**config.mk**
```make
export PLATFORM = sky130hd
export DESIGN_NAME = fifo_read_port_control
export DESIGN_NICKNAME = d
export VERILOG_FILES = /design/src/rtl/pin_sync3.v /design/src/rtl/offset_shift.v /design/src/rtl/fifo_read_port_control.v
export VERILOG_INCLUDE_DIRS = /design/src /design/src/shared
export SDC_FILE = /design/constraint.sdc
export NUM_CORES = 1
export LEC_CHECK = 0
export BUFFER_PORTS_ARGS = -buffer_cell sky130_fd_sc_hd__buf_2
export CAP_MARGIN = 10
export CORE_ASPECT_RATIO = 1.75
export CORE_MARGIN = 8
export CORE_UTILIZATION = 45
export DETAILED_ROUTE_END_ITERATION = 16
export PLACE_DENSITY = 0.67
export SYNTH_ARGS = -nofsm -noshare
export SYNTH_HDL_FRONTEND = slang
export SYNTH_SLANG_ARGS = --single-unit
```
**constraint.sdc**
```tcl
create_clock -name clk -period 5.3 [get_ports clk]
set_input_delay 0.53 -clock clk [delete_from_list [all_inputs] [get_ports clk]]
set_output_delay 0.53 -clock clk [all_outputs]
set_load 0.02 [all_outputs]
```
**src/shared/fifo_read_regs.vh**
```
// Notes on behaviour
// Pointer clear zeroes both pointers and output
// Pointer clear keeps modes and offsets
// Output bus is 36, 18 or 9 wide
// Synchronous read on gated read clock edge
// Offset access low outputs offset registers
// Asynchronous mode reads on every strobe edge; the code only reads when read select was low at that edge
// Reader holds read gate low when asynchronous
// Read select sampled on read clock, gates outputs
// Resets ignore select; enable alone drives outputs
// Rewind resets read pointer, forces empty
// Rewind goes to mark when mark set
// Mark captures current read pointer
// Shift clock edge shifts serial bit in
// Fall-through strap pin later is serial input
// Reader keeps offset access high for memory
`ifndef FIFO_READ_REGS_VH
`define FIFO_READ_REGS_VH

// Register byte offsets
`define OFS_CTRL       5'h00
`define OFS_STATUS     5'h04
`define OFS_IRQ_STAT   5'h08
`define OFS_IRQ_MASK   5'h0c
`define OFS_PUSH_LO    5'h10
`define OFS_PUSH_HI    5'h14
`define OFS_EMPTY_OFS  5'h18
`define OFS_FULL_OFS   5'h1c

// Control fields
`define CTRL_ASYNC     0
`define CTRL_SIZE_LO   1
`define CTRL_SIZE_HI   2
`define CTRL_RST       3'h0

// Bus size codes
`define SIZE_36        2'h0
`define SIZE_18        2'h1
`define SIZE_9         2'h2

// Status fields
`define STAT_EMPTY     0
`define STAT_VALID     1
`define STAT_FALL_THROUGH_MODE      2
`define STAT_MARK      3
`define STAT_CNT_LO    16

// Interrupt bits
`define IRQ_REWIND     0
`define IRQ_DRAINED    1
`define IRQ_PCLR       2
`define IRQ_OVERFLOW   3
`define IRQ_RST        4'h0

// Offset register defaults
`define OFS_W_DEF      10
`define OFS_EMPTY_DEF  10'h07f
`define OFS_FULL_DEF   10'h07f

// Pin synchroniser layout and idle levels
`define PIN_N          12
`define PIN_RCLK       0
`define PIN_GATE_N     1
`define PIN_SEL_N      2
`define PIN_LD_N       3
`define PIN_RT_N       4
`define PIN_MARK       5
`define PIN_SCLK       6
`define PIN_SEN_N      7
`define PIN_SI         8
`define PIN_PCLR_N     9
`define PIN_INIT_N     10
`define PIN_OE_N       11
`define SYNC_INIT      12'he9e

`endif

```
**src/rtl/pin_sync3.v**
```verilog
`timescale 1ns/100ps
module pin_sync3 #(
  parameter            W    = 12,
  parameter [W-1:0]    INIT = {W{1'b0}}
) (
  // Clock and reset
  input  wire          clk,
  input  wire          resetn,
  // Raw pins and filtered levels
  input  wire [W-1:0]  pin,
  output reg  [W-1:0]  level_r
);

  reg  [W-1:0]         s1_r;
  reg  [W-1:0]         s2_r;
  reg  [W-1:0]         s3_r;
  wire [W-1:0]         agree = ~(s2_r ^ s3_r);

  always @(posedge clk or negedge resetn) begin
    if (!resetn) begin
      s1_r    <= INIT;
      s2_r    <= INIT;
      s3_r    <= INIT;
      level_r <= INIT;
    end else begin
      s1_r    <= pin;
      s2_r    <= s1_r;
      s3_r    <= s2_r;
      // A change counts once stages two and three agree
      level_r <= (s3_r & agree) | (level_r & ~agree);
    end
  end

endmodule // pin_sync3

```
**src/rtl/offset_shift.v**
```verilog
`timescale 1ns/100ps
`include "fifo_read_regs.vh"
module offset_shift #(
  parameter            W = `OFS_W_DEF
) (
  // Clock and reset
  input  wire          clk,
  input  wire          resetn,
  // Control
  input  wire          init,
  input  wire          shift_ev,
  input  wire          bit_in,
  // Offset values
  output wire [W-1:0]  empty_ofs,
  output wire [W-1:0]  full_ofs
);

  localparam [W-1:0]   DEF_E = `OFS_EMPTY_DEF;
  localparam [W-1:0]   DEF_F = `OFS_FULL_DEF;

  reg  [2*W-1:0]       chain_r;

  // Pointer clear does not reach here, so offsets survive it
  always @(posedge clk or negedge resetn) begin
    if (!resetn) begin
      chain_r <= {DEF_E, DEF_F};
    end else if (init) begin
      chain_r <= {DEF_E, DEF_F};
    end else if (shift_ev) begin
      chain_r <= {chain_r[2*W-2:0], bit_in};
    end
  end

  assign empty_ofs = chain_r[2*W-1:W];
  assign full_ofs  = chain_r[W-1:0];

endmodule // offset_shift

```
**src/rtl/fifo_read_port_control.v**
```verilog
// Added by the designer: the register addresses and the Avalon-MM interface to the registers.
`timescale 1ns/100ps
`include "fifo_read_regs.vh"
module fifo_read_port_control #(
  parameter            AW    = 4,
  parameter            OFS_W = `OFS_W_DEF
) (
  // Clock and reset
  input  wire          clk,
  input  wire          resetn,
  // Avalon-MM slave
  input  wire [4:0]    address,
  input  wire          read,
  input  wire          write,
  input  wire [31:0]   writedata,
  output reg  [31:0]   readdata,
  output reg           waitrequest,
  output reg           irq,
  // Read port pins
  input  wire          read_clk,
  input  wire          read_gate_n,
  input  wire          read_select_n,
  input  wire          output_enable_n,
  input  wire          offset_access_n,
  input  wire          rewind_n,
  input  wire          mark,
  // Offset serial load pins
  input  wire          offset_shift_clk,
  input  wire          offset_shift_enable_n,
  input  wire          fall_through_mode,
  // Reset pins
  input  wire          pointer_clear_keep_config_n,
  input  wire          full_init_n,
  // Outputs
  output reg  [35:0]   read_data_out,
  output reg           read_data_oe,
  output reg           empty_flag_n,
  output reg           output_valid
);

  localparam           DEPTH = 1 << AW;
  localparam [AW:0]    FULL_CNT = {1'b1, {AW{1'b0}}};
  localparam [AW:0]    ONE_CNT = {{AW{1'b0}}, 1'b1};

  // Synchronised pins
  wire [`PIN_N-1:0]    pin_f;
  wire [`PIN_N-1:0]    pins;

  assign pins = {output_enable_n, full_init_n, pointer_clear_keep_config_n,
                 fall_through_mode, offset_shift_enable_n, offset_shift_clk,
                 mark, rewind_n, offset_access_n, read_select_n, read_gate_n,
                 read_clk};

  pin_sync3 #(
    .W    (`PIN_N),
    .INIT (`SYNC_INIT)
  ) i_pin_sync3 (
    .clk     (clk),
    .resetn  (resetn),
    .pin     (pins),
    .level_r (pin_f)
  );

  // State
  reg  [35:0]          mem [0:DEPTH-1];
  reg  [AW:0]          wr_ptr_r;
  reg  [AW:0]          rd_ptr_r;
  reg  [AW:0]          mark_ptr_r;
  reg                  mark_valid_r;
  reg  [35:0]          word_r;
  reg                  have_r;
  reg  [1:0]           piece_r;
  reg                  ofs_sel_r;
  reg                  forced_empty_r;
  reg                  sel_q_r;
  reg                  rclk_d_r;
  reg                  sclk_d_r;
  reg                  init_d_r;
  reg                  pclr_d_r;
  reg                  fall_through_mode_r;
  reg  [2:0]           ctrl_r;
  reg  [3:0]           irq_stat_r;
  reg  [3:0]           irq_mask_r;
  reg  [3:0]           push_hi_r;
  reg  [3:0]           irq_ev;
  reg  [31:0]          rd_mux;

  wire [OFS_W-1:0]     empty_ofs;
  wire [OFS_W-1:0]     full_ofs;
  wire [1:0]           bus_size = ctrl_r[`CTRL_SIZE_HI:`CTRL_SIZE_LO];
  wire                 async_rd = ctrl_r[`CTRL_ASYNC];
  wire                 init_act = ~pin_f[`PIN_INIT_N];
  wire                 pclr_act = ~pin_f[`PIN_PCLR_N];
  wire                 in_rst   = init_act | pclr_act;
  wire                 rclk_rise = pin_f[`PIN_RCLK] & ~rclk_d_r;
  wire                 sclk_rise = pin_f[`PIN_SCLK] & ~sclk_d_r;
  wire [AW:0]          count = wr_ptr_r - rd_ptr_r;
  wire                 fifo_empty = (count == {(AW+1){1'b0}});
  wire                 fifo_full  = (count == FULL_CNT);
  wire [35:0]          head = mem[rd_ptr_r[AW-1:0]];
  wire [35:0]          ofs_word = ofs_sel_r ? {{(36-OFS_W){1'b0}}, full_ofs}
                                            : {{(36-OFS_W){1'b0}}, empty_ofs};
  wire                 access = write | read;
  wire                 bus_take = access & ~waitrequest;
  wire                 push = bus_take & write & (address == `OFS_PUSH_LO);

  // Read request: gate ignored in strobe mode, select always gates
  wire                 sel_q_nxt = rclk_rise ? pin_f[`PIN_SEL_N] : sel_q_r;
  wire                 rd_ev = rclk_rise & ~sel_q_nxt &
                               (async_rd | ~pin_f[`PIN_GATE_N]);
  wire                 rewind_ev = rclk_rise & ~pin_f[`PIN_RT_N];
  wire                 ofs_rd = rd_ev & ~pin_f[`PIN_LD_N];
  wire                 can_step = have_r & (piece_r != last_piece(bus_size));
  // Forced empty only holds back fall-through; a read edge still reads
  wire                 load = ~fifo_empty &
                              ((rd_ev & ~ofs_rd & ~can_step) |
                               (fall_through_mode_r & ~have_r & ~forced_empty_r));

  // Last piece index for a bus size
  function [1:0] last_piece;
    input [1:0] size;
    begin
      case (size)
        `SIZE_18: last_piece = 2'h1;
        `SIZE_9:  last_piece = 2'h3;
        default:  last_piece = 2'h0;
      endcase
    end
  endfunction

  // Narrow pieces sit in the low bits, low part first
  function [35:0] piece_sel;
    input [35:0] w;
    input [1:0]  size;
    input [1:0]  pc;
    begin
      case (size)
        `SIZE_18: piece_sel = pc[0] ? {18'h00000, w[35:18]} : {18'h00000, w[17:0]};
        `SIZE_9: begin
          case (pc)
            2'h0:    piece_sel = {27'h0000000, w[8:0]};
            2'h1:    piece_sel = {27'h0000000, w[17:9]};
            2'h2:    piece_sel = {27'h0000000, w[26:18]};
            default: piece_sel = {27'h0000000, w[35:27]};
          endcase
        end
        default: piece_sel = w;
      endcase
    end
  endfunction

  offset_shift #(
    .W (OFS_W)
  ) i_offset_shift (
    .clk       (clk),
    .resetn    (resetn),
    .init      (init_act),
    .shift_ev  (sclk_rise & ~pin_f[`PIN_SEN_N] & ~init_act),
    .bit_in    (pin_f[`PIN_SI]),
    .empty_ofs (empty_ofs),
    .full_ofs  (full_ofs)
  );

  // Edge trackers and strap capture
  always @(posedge clk or negedge resetn) begin
    if (!resetn) begin
      rclk_d_r <= 1'b0;
      sclk_d_r <= 1'b0;
      init_d_r <= 1'b0;
      pclr_d_r <= 1'b1;
      fall_through_mode_r   <= 1'b0;
      sel_q_r  <= 1'b1;
    end else begin
      rclk_d_r <= pin_f[`PIN_RCLK];
      sclk_d_r <= pin_f[`PIN_SCLK];
      init_d_r <= pin_f[`PIN_INIT_N];
      pclr_d_r <= pin_f[`PIN_PCLR_N];
      sel_q_r  <= sel_q_nxt;
      if (pin_f[`PIN_INIT_N] && !init_d_r) begin
        fall_through_mode_r <= pin_f[`PIN_SI];
      end
    end
  end

  // Write side fed from the register bus
  always @(posedge clk) begin
    if (push && !fifo_full && !in_rst) begin
      mem[wr_ptr_r[AW-1:0]] <= {push_hi_r, writedata};
    end
  end

  // Read side
  always @(posedge clk or negedge resetn) begin
    if (!resetn) begin
      wr_ptr_r       <= {(AW+1){1'b0}};
      rd_ptr_r       <= {(AW+1){1'b0}};
      mark_ptr_r     <= {(AW+1){1'b0}};
      mark_valid_r   <= 1'b0;
      word_r         <= 36'h000000000;
      have_r         <= 1'b0;
      piece_r        <= 2'h0;
      ofs_sel_r      <= 1'b0;
      forced_empty_r <= 1'b0;
      read_data_out  <= 36'h000000000;
    end else if (in_rst) begin
      wr_ptr_r       <= {(AW+1){1'b0}};
      rd_ptr_r       <= {(AW+1){1'b0}};
      mark_valid_r   <= 1'b0;
      word_r         <= 36'h000000000;
      have_r         <= 1'b0;
      piece_r        <= 2'h0;
      ofs_sel_r      <= 1'b0;
      forced_empty_r <= 1'b0;
      read_data_out  <= 36'h000000000;
    end else begin
      if (push && !fifo_full) begin
        wr_ptr_r <= wr_ptr_r + ONE_CNT;
      end
      if (rclk_rise && pin_f[`PIN_MARK]) begin
        mark_ptr_r   <= rd_ptr_r;
        mark_valid_r <= 1'b1;
      end
      if (rewind_ev) begin
        rd_ptr_r       <= mark_valid_r ? mark_ptr_r : {(AW+1){1'b0}};
        forced_empty_r <= 1'b1;
        have_r         <= 1'b0;
        piece_r        <= 2'h0;
      end else begin
        if (rclk_rise) begin
          forced_empty_r <= 1'b0;
        end
        if (ofs_rd) begin
          read_data_out <= ofs_word;
          ofs_sel_r     <= ~ofs_sel_r;
        end else if (rd_ev && can_step) begin
          piece_r       <= piece_r + 2'h1;
          read_data_out <= piece_sel(word_r, bus_size, piece_r + 2'h1);
        end else if (load) begin
          word_r        <= head;
          have_r        <= 1'b1;
          piece_r       <= 2'h0;
          rd_ptr_r      <= rd_ptr_r + ONE_CNT;
          read_data_out <= piece_sel(head, bus_size, 2'h0);
        end else if (rd_ev && fall_through_mode_r && have_r) begin
          have_r <= 1'b0;
        end
      end
    end
  end

  // Flags and output drive
  always @(posedge clk or negedge resetn) begin
    if (!resetn) begin
      read_data_oe <= 1'b0;
      empty_flag_n <= 1'b0;
      output_valid <= 1'b0;
    end else begin
      read_data_oe <= ~pin_f[`PIN_OE_N] & (in_rst | ~sel_q_r);
      empty_flag_n <= ~(fifo_empty | forced_empty_r | in_rst);
      output_valid <= fall_through_mode_r & have_r & ~forced_empty_r & ~in_rst;
    end
  end

  // Interrupt events
  always @* begin
    irq_ev                = 4'h0;
    irq_ev[`IRQ_REWIND]   = rewind_ev & ~in_rst;
    irq_ev[`IRQ_DRAINED]  = load & (count == ONE_CNT) & ~in_rst;
    irq_ev[`IRQ_PCLR]     = ~pin_f[`PIN_PCLR_N] & pclr_d_r;
    irq_ev[`IRQ_OVERFLOW] = push & fifo_full;
  end

  // Read mux
  always @* begin
    rd_mux = 32'h00000000;
    case (address)
      `OFS_CTRL:      rd_mux = {29'h00000000, ctrl_r};
      `OFS_STATUS: begin
        rd_mux[`STAT_EMPTY] = fifo_empty;
        rd_mux[`STAT_VALID] = have_r;
        rd_mux[`STAT_FALL_THROUGH_MODE]  = fall_through_mode_r;
        rd_mux[`STAT_MARK]  = mark_valid_r;
        rd_mux[`STAT_CNT_LO+AW:`STAT_CNT_LO] = count;
      end
      `OFS_IRQ_STAT:  rd_mux = {28'h0000000, irq_stat_r};
      `OFS_IRQ_MASK:  rd_mux = {28'h0000000, irq_mask_r};
      `OFS_PUSH_HI:   rd_mux = {28'h0000000, push_hi_r};
      `OFS_EMPTY_OFS: rd_mux = {{(32-OFS_W){1'b0}}, empty_ofs};
      `OFS_FULL_OFS:  rd_mux = {{(32-OFS_W){1'b0}}, full_ofs};
      default:        rd_mux = 32'h00000000;
    endcase
  end

  // Avalon slave, one wait cycle per access
  always @(posedge clk or negedge resetn) begin
    if (!resetn) begin
      waitrequest <= 1'b1;
      readdata    <= 32'h00000000;
      ctrl_r      <= `CTRL_RST;
      irq_stat_r  <= `IRQ_RST;
      irq_mask_r  <= `IRQ_RST;
      push_hi_r   <= 4'h0;
      irq         <= 1'b0;
    end else begin
      waitrequest <= ~(access & waitrequest);
      if (access && waitrequest) begin
        readdata <= rd_mux;
      end
      if (bus_take && write && address == `OFS_CTRL) begin
        ctrl_r <= writedata[2:0];
      end
      if (bus_take && write && address == `OFS_IRQ_MASK) begin
        irq_mask_r <= writedata[3:0];
      end
      if (bus_take && write && address == `OFS_PUSH_HI) begin
        push_hi_r <= writedata[3:0];
      end
      // Set wins over a same-cycle clear
      if (bus_take && write && address == `OFS_IRQ_STAT) begin
        irq_stat_r <= (irq_stat_r & ~writedata[3:0]) | irq_ev;
      end else begin
        irq_stat_r <= irq_stat_r | irq_ev;
      end
      irq <= |(irq_stat_r & irq_mask_r);
    end
  end

endmodule // fifo_read_port_control

```
======== Yosys cells after proc, flatten, opt, wreduce, memory -nomap -nowiden ========
Memory sizes are Yosys's and may differ from the RTL's.
Cells that the tools add are included.
storage, ports and cells
  bits in registers ....................... 208
  latch bits .............................. 0
  bits in writable memories ............... 576
  memory bits (read-only) ................. 0
  input bits .............................. 53
  word-level logic and storage cells ...... 210
  memories kept ........................... 1
memory list
  name  words  width  rd ports  clocked after memory_dff  wr ports  line                         RTL
  mem   16     36     1         0                         1         fifo_read_port_control.v:65  reg [35:0] mem [0:DEPTH-1];
operators by class
  $add $sub $neg .......................... 4
  multipliers ............................. 0
  div/mod/pow operators ................... 0
  magnitude comparators ................... 0
  equality and inequality tests ........... 20
  shift-type cells ........................ 0
  mux-type cells .......................... 52
  bitwise gates (word level) .............. 66
  reduce and logical (&&, ||, !) cells .... 36
operator list
  operator                                                          number
  36-bit 2-to-1 mux                                                 10
  36-bit one-hot mux with 2 select lines                            2
  5-bit 2-to-1 mux                                                  9
  20-bit 2-to-1 mux                                                 2
  4-bit one-hot mux with 7 select lines                             1
  1-bit bitwise AND                                                 27
  9-bit one-hot mux with 3 select lines                             1
  5-bit == test (second input constant)                             5
  12-bit bitwise AND                                                2
  12-bit inverter                                                   2
  1-bit inverter                                                    21
  18-bit 2-to-1 mux                                                 1
  1-bit 2-to-1 mux                                                  17
  1-bit logical AND                                                 13
  12-bit OR                                                         1
  6-bit one-hot mux with 2 select lines                             1
  4-bit nonzero test                                                3
  12-bit bitwise XOR                                                1
  5-bit by 1-bit adder with 5-bit output (second input constant)    2
  5-bit by 4-bit == test with 1-bit output (second input constant)  2
  5-bit zero test                                                   2
  10-bit 2-to-1 mux                                                 1
  2-bit 2-to-1 mux                                                  5
  4-bit bitwise AND                                                 2
  other kinds (23)                                                  45

======== Longest topological paths before layout ========
  depth in word-level cells ............... 17
  mapped depth ............................ 14
  depth with buffers taken out ............ 9

======== By module ========
From an unflattened synthesis, not the netlist that was laid out.
unflattened totals
  cells, all modules ...................... 1732
  area total of the unflattened synthesis .. 31227.4 um^2
by module, submodules not included
  module                  times used  cells an instance  area each (um^2)  sequential area each (um^2)
  fifo_read_port_control  1           1607               28982.8           20653.6
  pin_sync3               1           60                 1376.3            1241.2
  offset_shift            1           65                 868.3             518.0

======== Worst setup path after synthesis ========
OpenSTA, ideal clock, no wires.
  path type ............................... flip-flop to flip-flop
  start point ............................. register rd_ptr_r[2]
  end point ............................... memory mem[0][0] (enable)
  setup time .............................. 0.397 ns
  arrival time ............................ 3.718 ns
  path slack .............................. 1.186 ns
  cell stages (with the launch flop) ...... 12
  buffers on the path ..................... 3
  path through ............................ dfrtp_1 inv_1 buf_1 clkbuf_1 clkbuf_1 ha_1 xor2_1 and4_1 nor2_4 o21ai_2 nor4_1 and2_1
between the ends
  longest elaborated chain between the ends .. 7
RTL lines
  element                                 line                          RTL
  from (decl)                             fifo_read_port_control.v:67   reg [AW:0] rd_ptr_r;
  from (signal assigned)                  fifo_read_port_control.v:196  rd_ptr_r <= {(AW+1){1'b0}};
  from (signal assigned)                  fifo_read_port_control.v:207  rd_ptr_r <= {(AW+1){1'b0}};
  from (signal assigned)                  fifo_read_port_control.v:224  rd_ptr_r <= mark_valid_r ? mark_ptr_r : {(AW+1){1'b0}};
  5-bit subtractor                        fifo_read_port_control.v:97   wire [AW:0] count = wr_ptr_r - rd_ptr_r;
  5-bit == test                           fifo_read_port_control.v:99   wire fifo_full = (count == FULL_CNT);
  1-bit zero test                         fifo_read_port_control.v:187  if (push && !fifo_full && !in_rst) begin
  1-bit logical AND (2 in series)         fifo_read_port_control.v:187
  1-bit 2-to-1 mux                        fifo_read_port_control.v:187
  1-bit 2-to-1 mux (not written as such)  fifo_read_port_control.v:188  mem[wr_ptr_r[AW-1:0]] <= {push_hi_r, writedata};
  to (decl)                               fifo_read_port_control.v:65
Every way passes these cells.

======== Worst setup path after layout ========
  start point ............................. register rd_ptr_r[1]
  end point ............................... memory mem[7][5] (enable)
The elaborated chain is that of the path after synthesis.

==> impl_metrics.json <==
{
  "coreArea_um2": 69300,
  "cts-root-buf": "clkbuf_16",
  "maxCapViolations": 0,
  "first_pass_iters": 5,
  "reg2reg_setup_slack_ps": 1330,
  "cts_buffer_depth": 3,
  "final.period_utilization_pct": 74.9,
  "drc": 0,
  "postCtsResizedCells": 0,
  "cts_hold_buf": 2,
  "r2r_end": "mem[7][5]$_DFFE_PP_",
  "worst_hold_slack_ps": -12.8,
  "synth_ff_type": "edfxtp_1",
  "max_freq_mhz": 252,
  "worst_pin_slew_ps": 1190,
  "antenna_found_initial": 2,
  "drive_gt1_share_pct": 25.6,
  "die_y_um": 365,
  "area_delta_synth_final_pct": 11.5,
  "vias_per_cell": 5.91,
  "clk_pin_slew_ps": 60,
  "drtIter0Drc": 1832,
  "worstHoldPathType": "in2async",
  "cp_max_fo": 44,
  "io_pins": 126,
  "grt_pass1_wl_um": 115000,
  "critPathBufInv": 0,
  "dp_slack_ps": 1290,
  "synth_top_area_share_pct": 55.1,
  "final_common_cell": "edfxtp_1",
  "violations": "hold timing",
  "hpwl_um": 52300,
  "via_count": 16900,
  "leakage_nw": 12.2,
  "powerDensity_nw_per_um2": 377,
  "yosys_warnings": 0,
  "fin_crit_ps": 3970,
  "start_util_pct": 45.2,
  "end_kind": "flip-flop",
  "die_w_um": 216,
  "slew_headroom_pct": 20.0,
  "num_antenna_cells": 0,
  "cp-start-kind": "flip-flop",
  "nets": 1970,
  "synth-edff-count": 576,
  "cts_setup_buffers": 0,
  "async_reset_ff_share_pct": 26.0,
  "fin_setup_tns_ps": 0,
  "rows": 128,
  "worstSkewPairLatency_ps": 610,
  "power_mw": 13.2,
  "reg2reg_depth": 7,
  "cp.arrival_ps": 4190,
  "crit_start": "rd_ptr_r[1]$_DFFE_PN0P_",
  "path_cells": "fa_1 -> and3b_1 -> and4_1 -> nor2_4 -> o21ai_2 -> nor4b_2 -> and2_2",
  "peakVddDrop_uv": 227,
  "crit_cells": 7,
  "cts_made_buffers": 68,
  "avgSynthCellArea_um2": 17.6,
  "dieArea_um2": 78700,
  "io_buffer_count": 108,
  "cp_top_family": "simple AND/OR/NAND/NOR gates",
  "synth_top_cell_by_area": "edfxtp_1",
  "synth_seq_cells": 778,
  "grt_max_degree": 106,
  "wl_per_cell_um": 27.3,
  "cpMaxStageDelayCell": "and2_2",
  "critPathMaxStageDelay_ps": 880,
  "mostFrequentLayoutCells": "576 x edfxtp_1, 167 x nand2_1, 150 x dfrtp_1",
  "h-tree-depth": 3,
  "r2r-start": "rd_ptr_r[1]$_DFFE_PN0P_",
  "cp-endpoint": "mem[7][5]$_DFFE_PP_",
  "critPathKind": "reg2reg",
  "cp.required_ps": 5520,
  "cts_tree": "yes",
  "synthCells": 1787,
  "grt.total_usage_pct": 19.7,
  "ys_seq_area_share_pct": 71.5,
  "synthTopCellsByArea": "edfxtp_1 55%, dfrtp_1 12%, mux4_2 9.8%",
  "status": "finished with violations",
  "rsz0062_at_grt": "false",
  "grt-ovfl-total": 0,
  "hold_viol_final": 8,
  "netlist_area_um2": 31400,
  "place.gp.congestion": 0.916,
  "finalSetupViolations": 0,
  "grt_pass1_vias": 17600,
  "ys_types": 81,
  "fin_worst_skew_ps": 30.4,
  "drt-total-wl_um": 78100,
  "detail-route-antenna-nets": 0,
  "final-max-slew-violation-count": 0,
  "cts.sinks": 778,
  "fin_ws_ps": 1330
}
per-layer routing:
metal,part of all wire (%),vias to the layer above,track usage [%],wire length [µm]
li1,-,7268,-,-
met1,38,8819,23.9,29600
met2,51,669,33.7,39500
met3,6.2,164,3.21,4820
met4,5.4,0,10.3,4210
met5,0,-,0,0
logic make-up (layout without fill, tap and decap cells):
family	count (synthesis)	count (layout)	share of synthesized area [%]
xor gates and xnor gates	10	10	0.351
DFF	778	778	71.5
and+or+nand+nor	337	337	5.31
AOI/OAI and AO/OA	294	294	7.08
other	1	17	0.0120
buffers and inverters	127	278	2.36
muxes	212	212	12.4
adders and majority gates	28	28	1.05
how the worst min path moves through the flow:
stage,from,endpoint,slack (ps),cells past startpoint
5_1_grt,read_gate_n,i_pin_sync3.s1_r[1]$_DFF_PN1_,20,1
3_5_place_dp,i_pin_sync3.s1_r[8]$_DFF_PN0_,i_pin_sync3.s2_r[8]$_DFF_PN0_,340,0
4_1_cts,resetn,sclk_d_r$_DFF_PN0_,8,1
2_1_floorplan,resetn,asynchronous set/reset pin,230,0
6_report,resetn,i_pin_sync3.s2_r[6]$_DFF_PN0_,-10,1
3_3_place_gp,i_pin_sync3.s1_r[8]$_DFF_PN0_,i_pin_sync3.s2_r[8]$_DFF_PN0_,340,0
cell type report:
cell class                      instances  area (µm²)
Multi-Input combinational cell        898        8290
Inverter                               14        52.6
Timing Repair Buffer                  141         940
Clock inverter                         31         272
Fill cell                            5588       34400
Sequential cell                       778       22400
Clock buffer                           92        1850
Tap cell                              910        1140
state kept, by name, indices dropped and copies added (netlist names), 5 cells and up, named ones only:
name	flops
wr_ptr_r	5
i_pin_sync3.s1_r	12
i_pin_sync3.s2_r	12
i_pin_sync3.s3_r	12
i_offset_shift.chain_r	20
mem	576
rd_ptr_r	5
word_r	36
mark_ptr_r	5
readdata	15
read_data_out	36
synthesized netlist by cell type, drive strengths merged (23+ instances only):
cell type	n
a21oi	28
a22o	39
a31oi	23
and2	54
buf	68
clkbuf	45
dfrtp	153
dfstp	49
edfxtp	576
mux2	41
mux2i	34
mux4	137
nand2	167
nor2	32
o21ai	64
report_power, final:
| part | leakage [nW] | internal, mW | switching (mW) |
|---|---|---|---|
| logic | 3.39 | 0.595 | 0.904 |
| clock network | 1.03 | 2.58 | 2.19 |
| registers | 7.75 | 6.71 | 0.213 |
per-stage QoR:
stage | utilization [%] | std cells | hold slack, ps | instance area [µm²]
detailed placement | 47.3 | 2739 | 340 | 32800
global placement | 47.3 | 2739 | 340 | 32800
CTS | 50.4 | 2864 | 8.27 | 35000
floorplan | - | 1803 | 234 | 31400
finish | 50.4 | 2864 | -12.8 | 35000
global route | 50.4 | 2864 | 16.0 | 35000
Power figures use the tool's default switching activity.
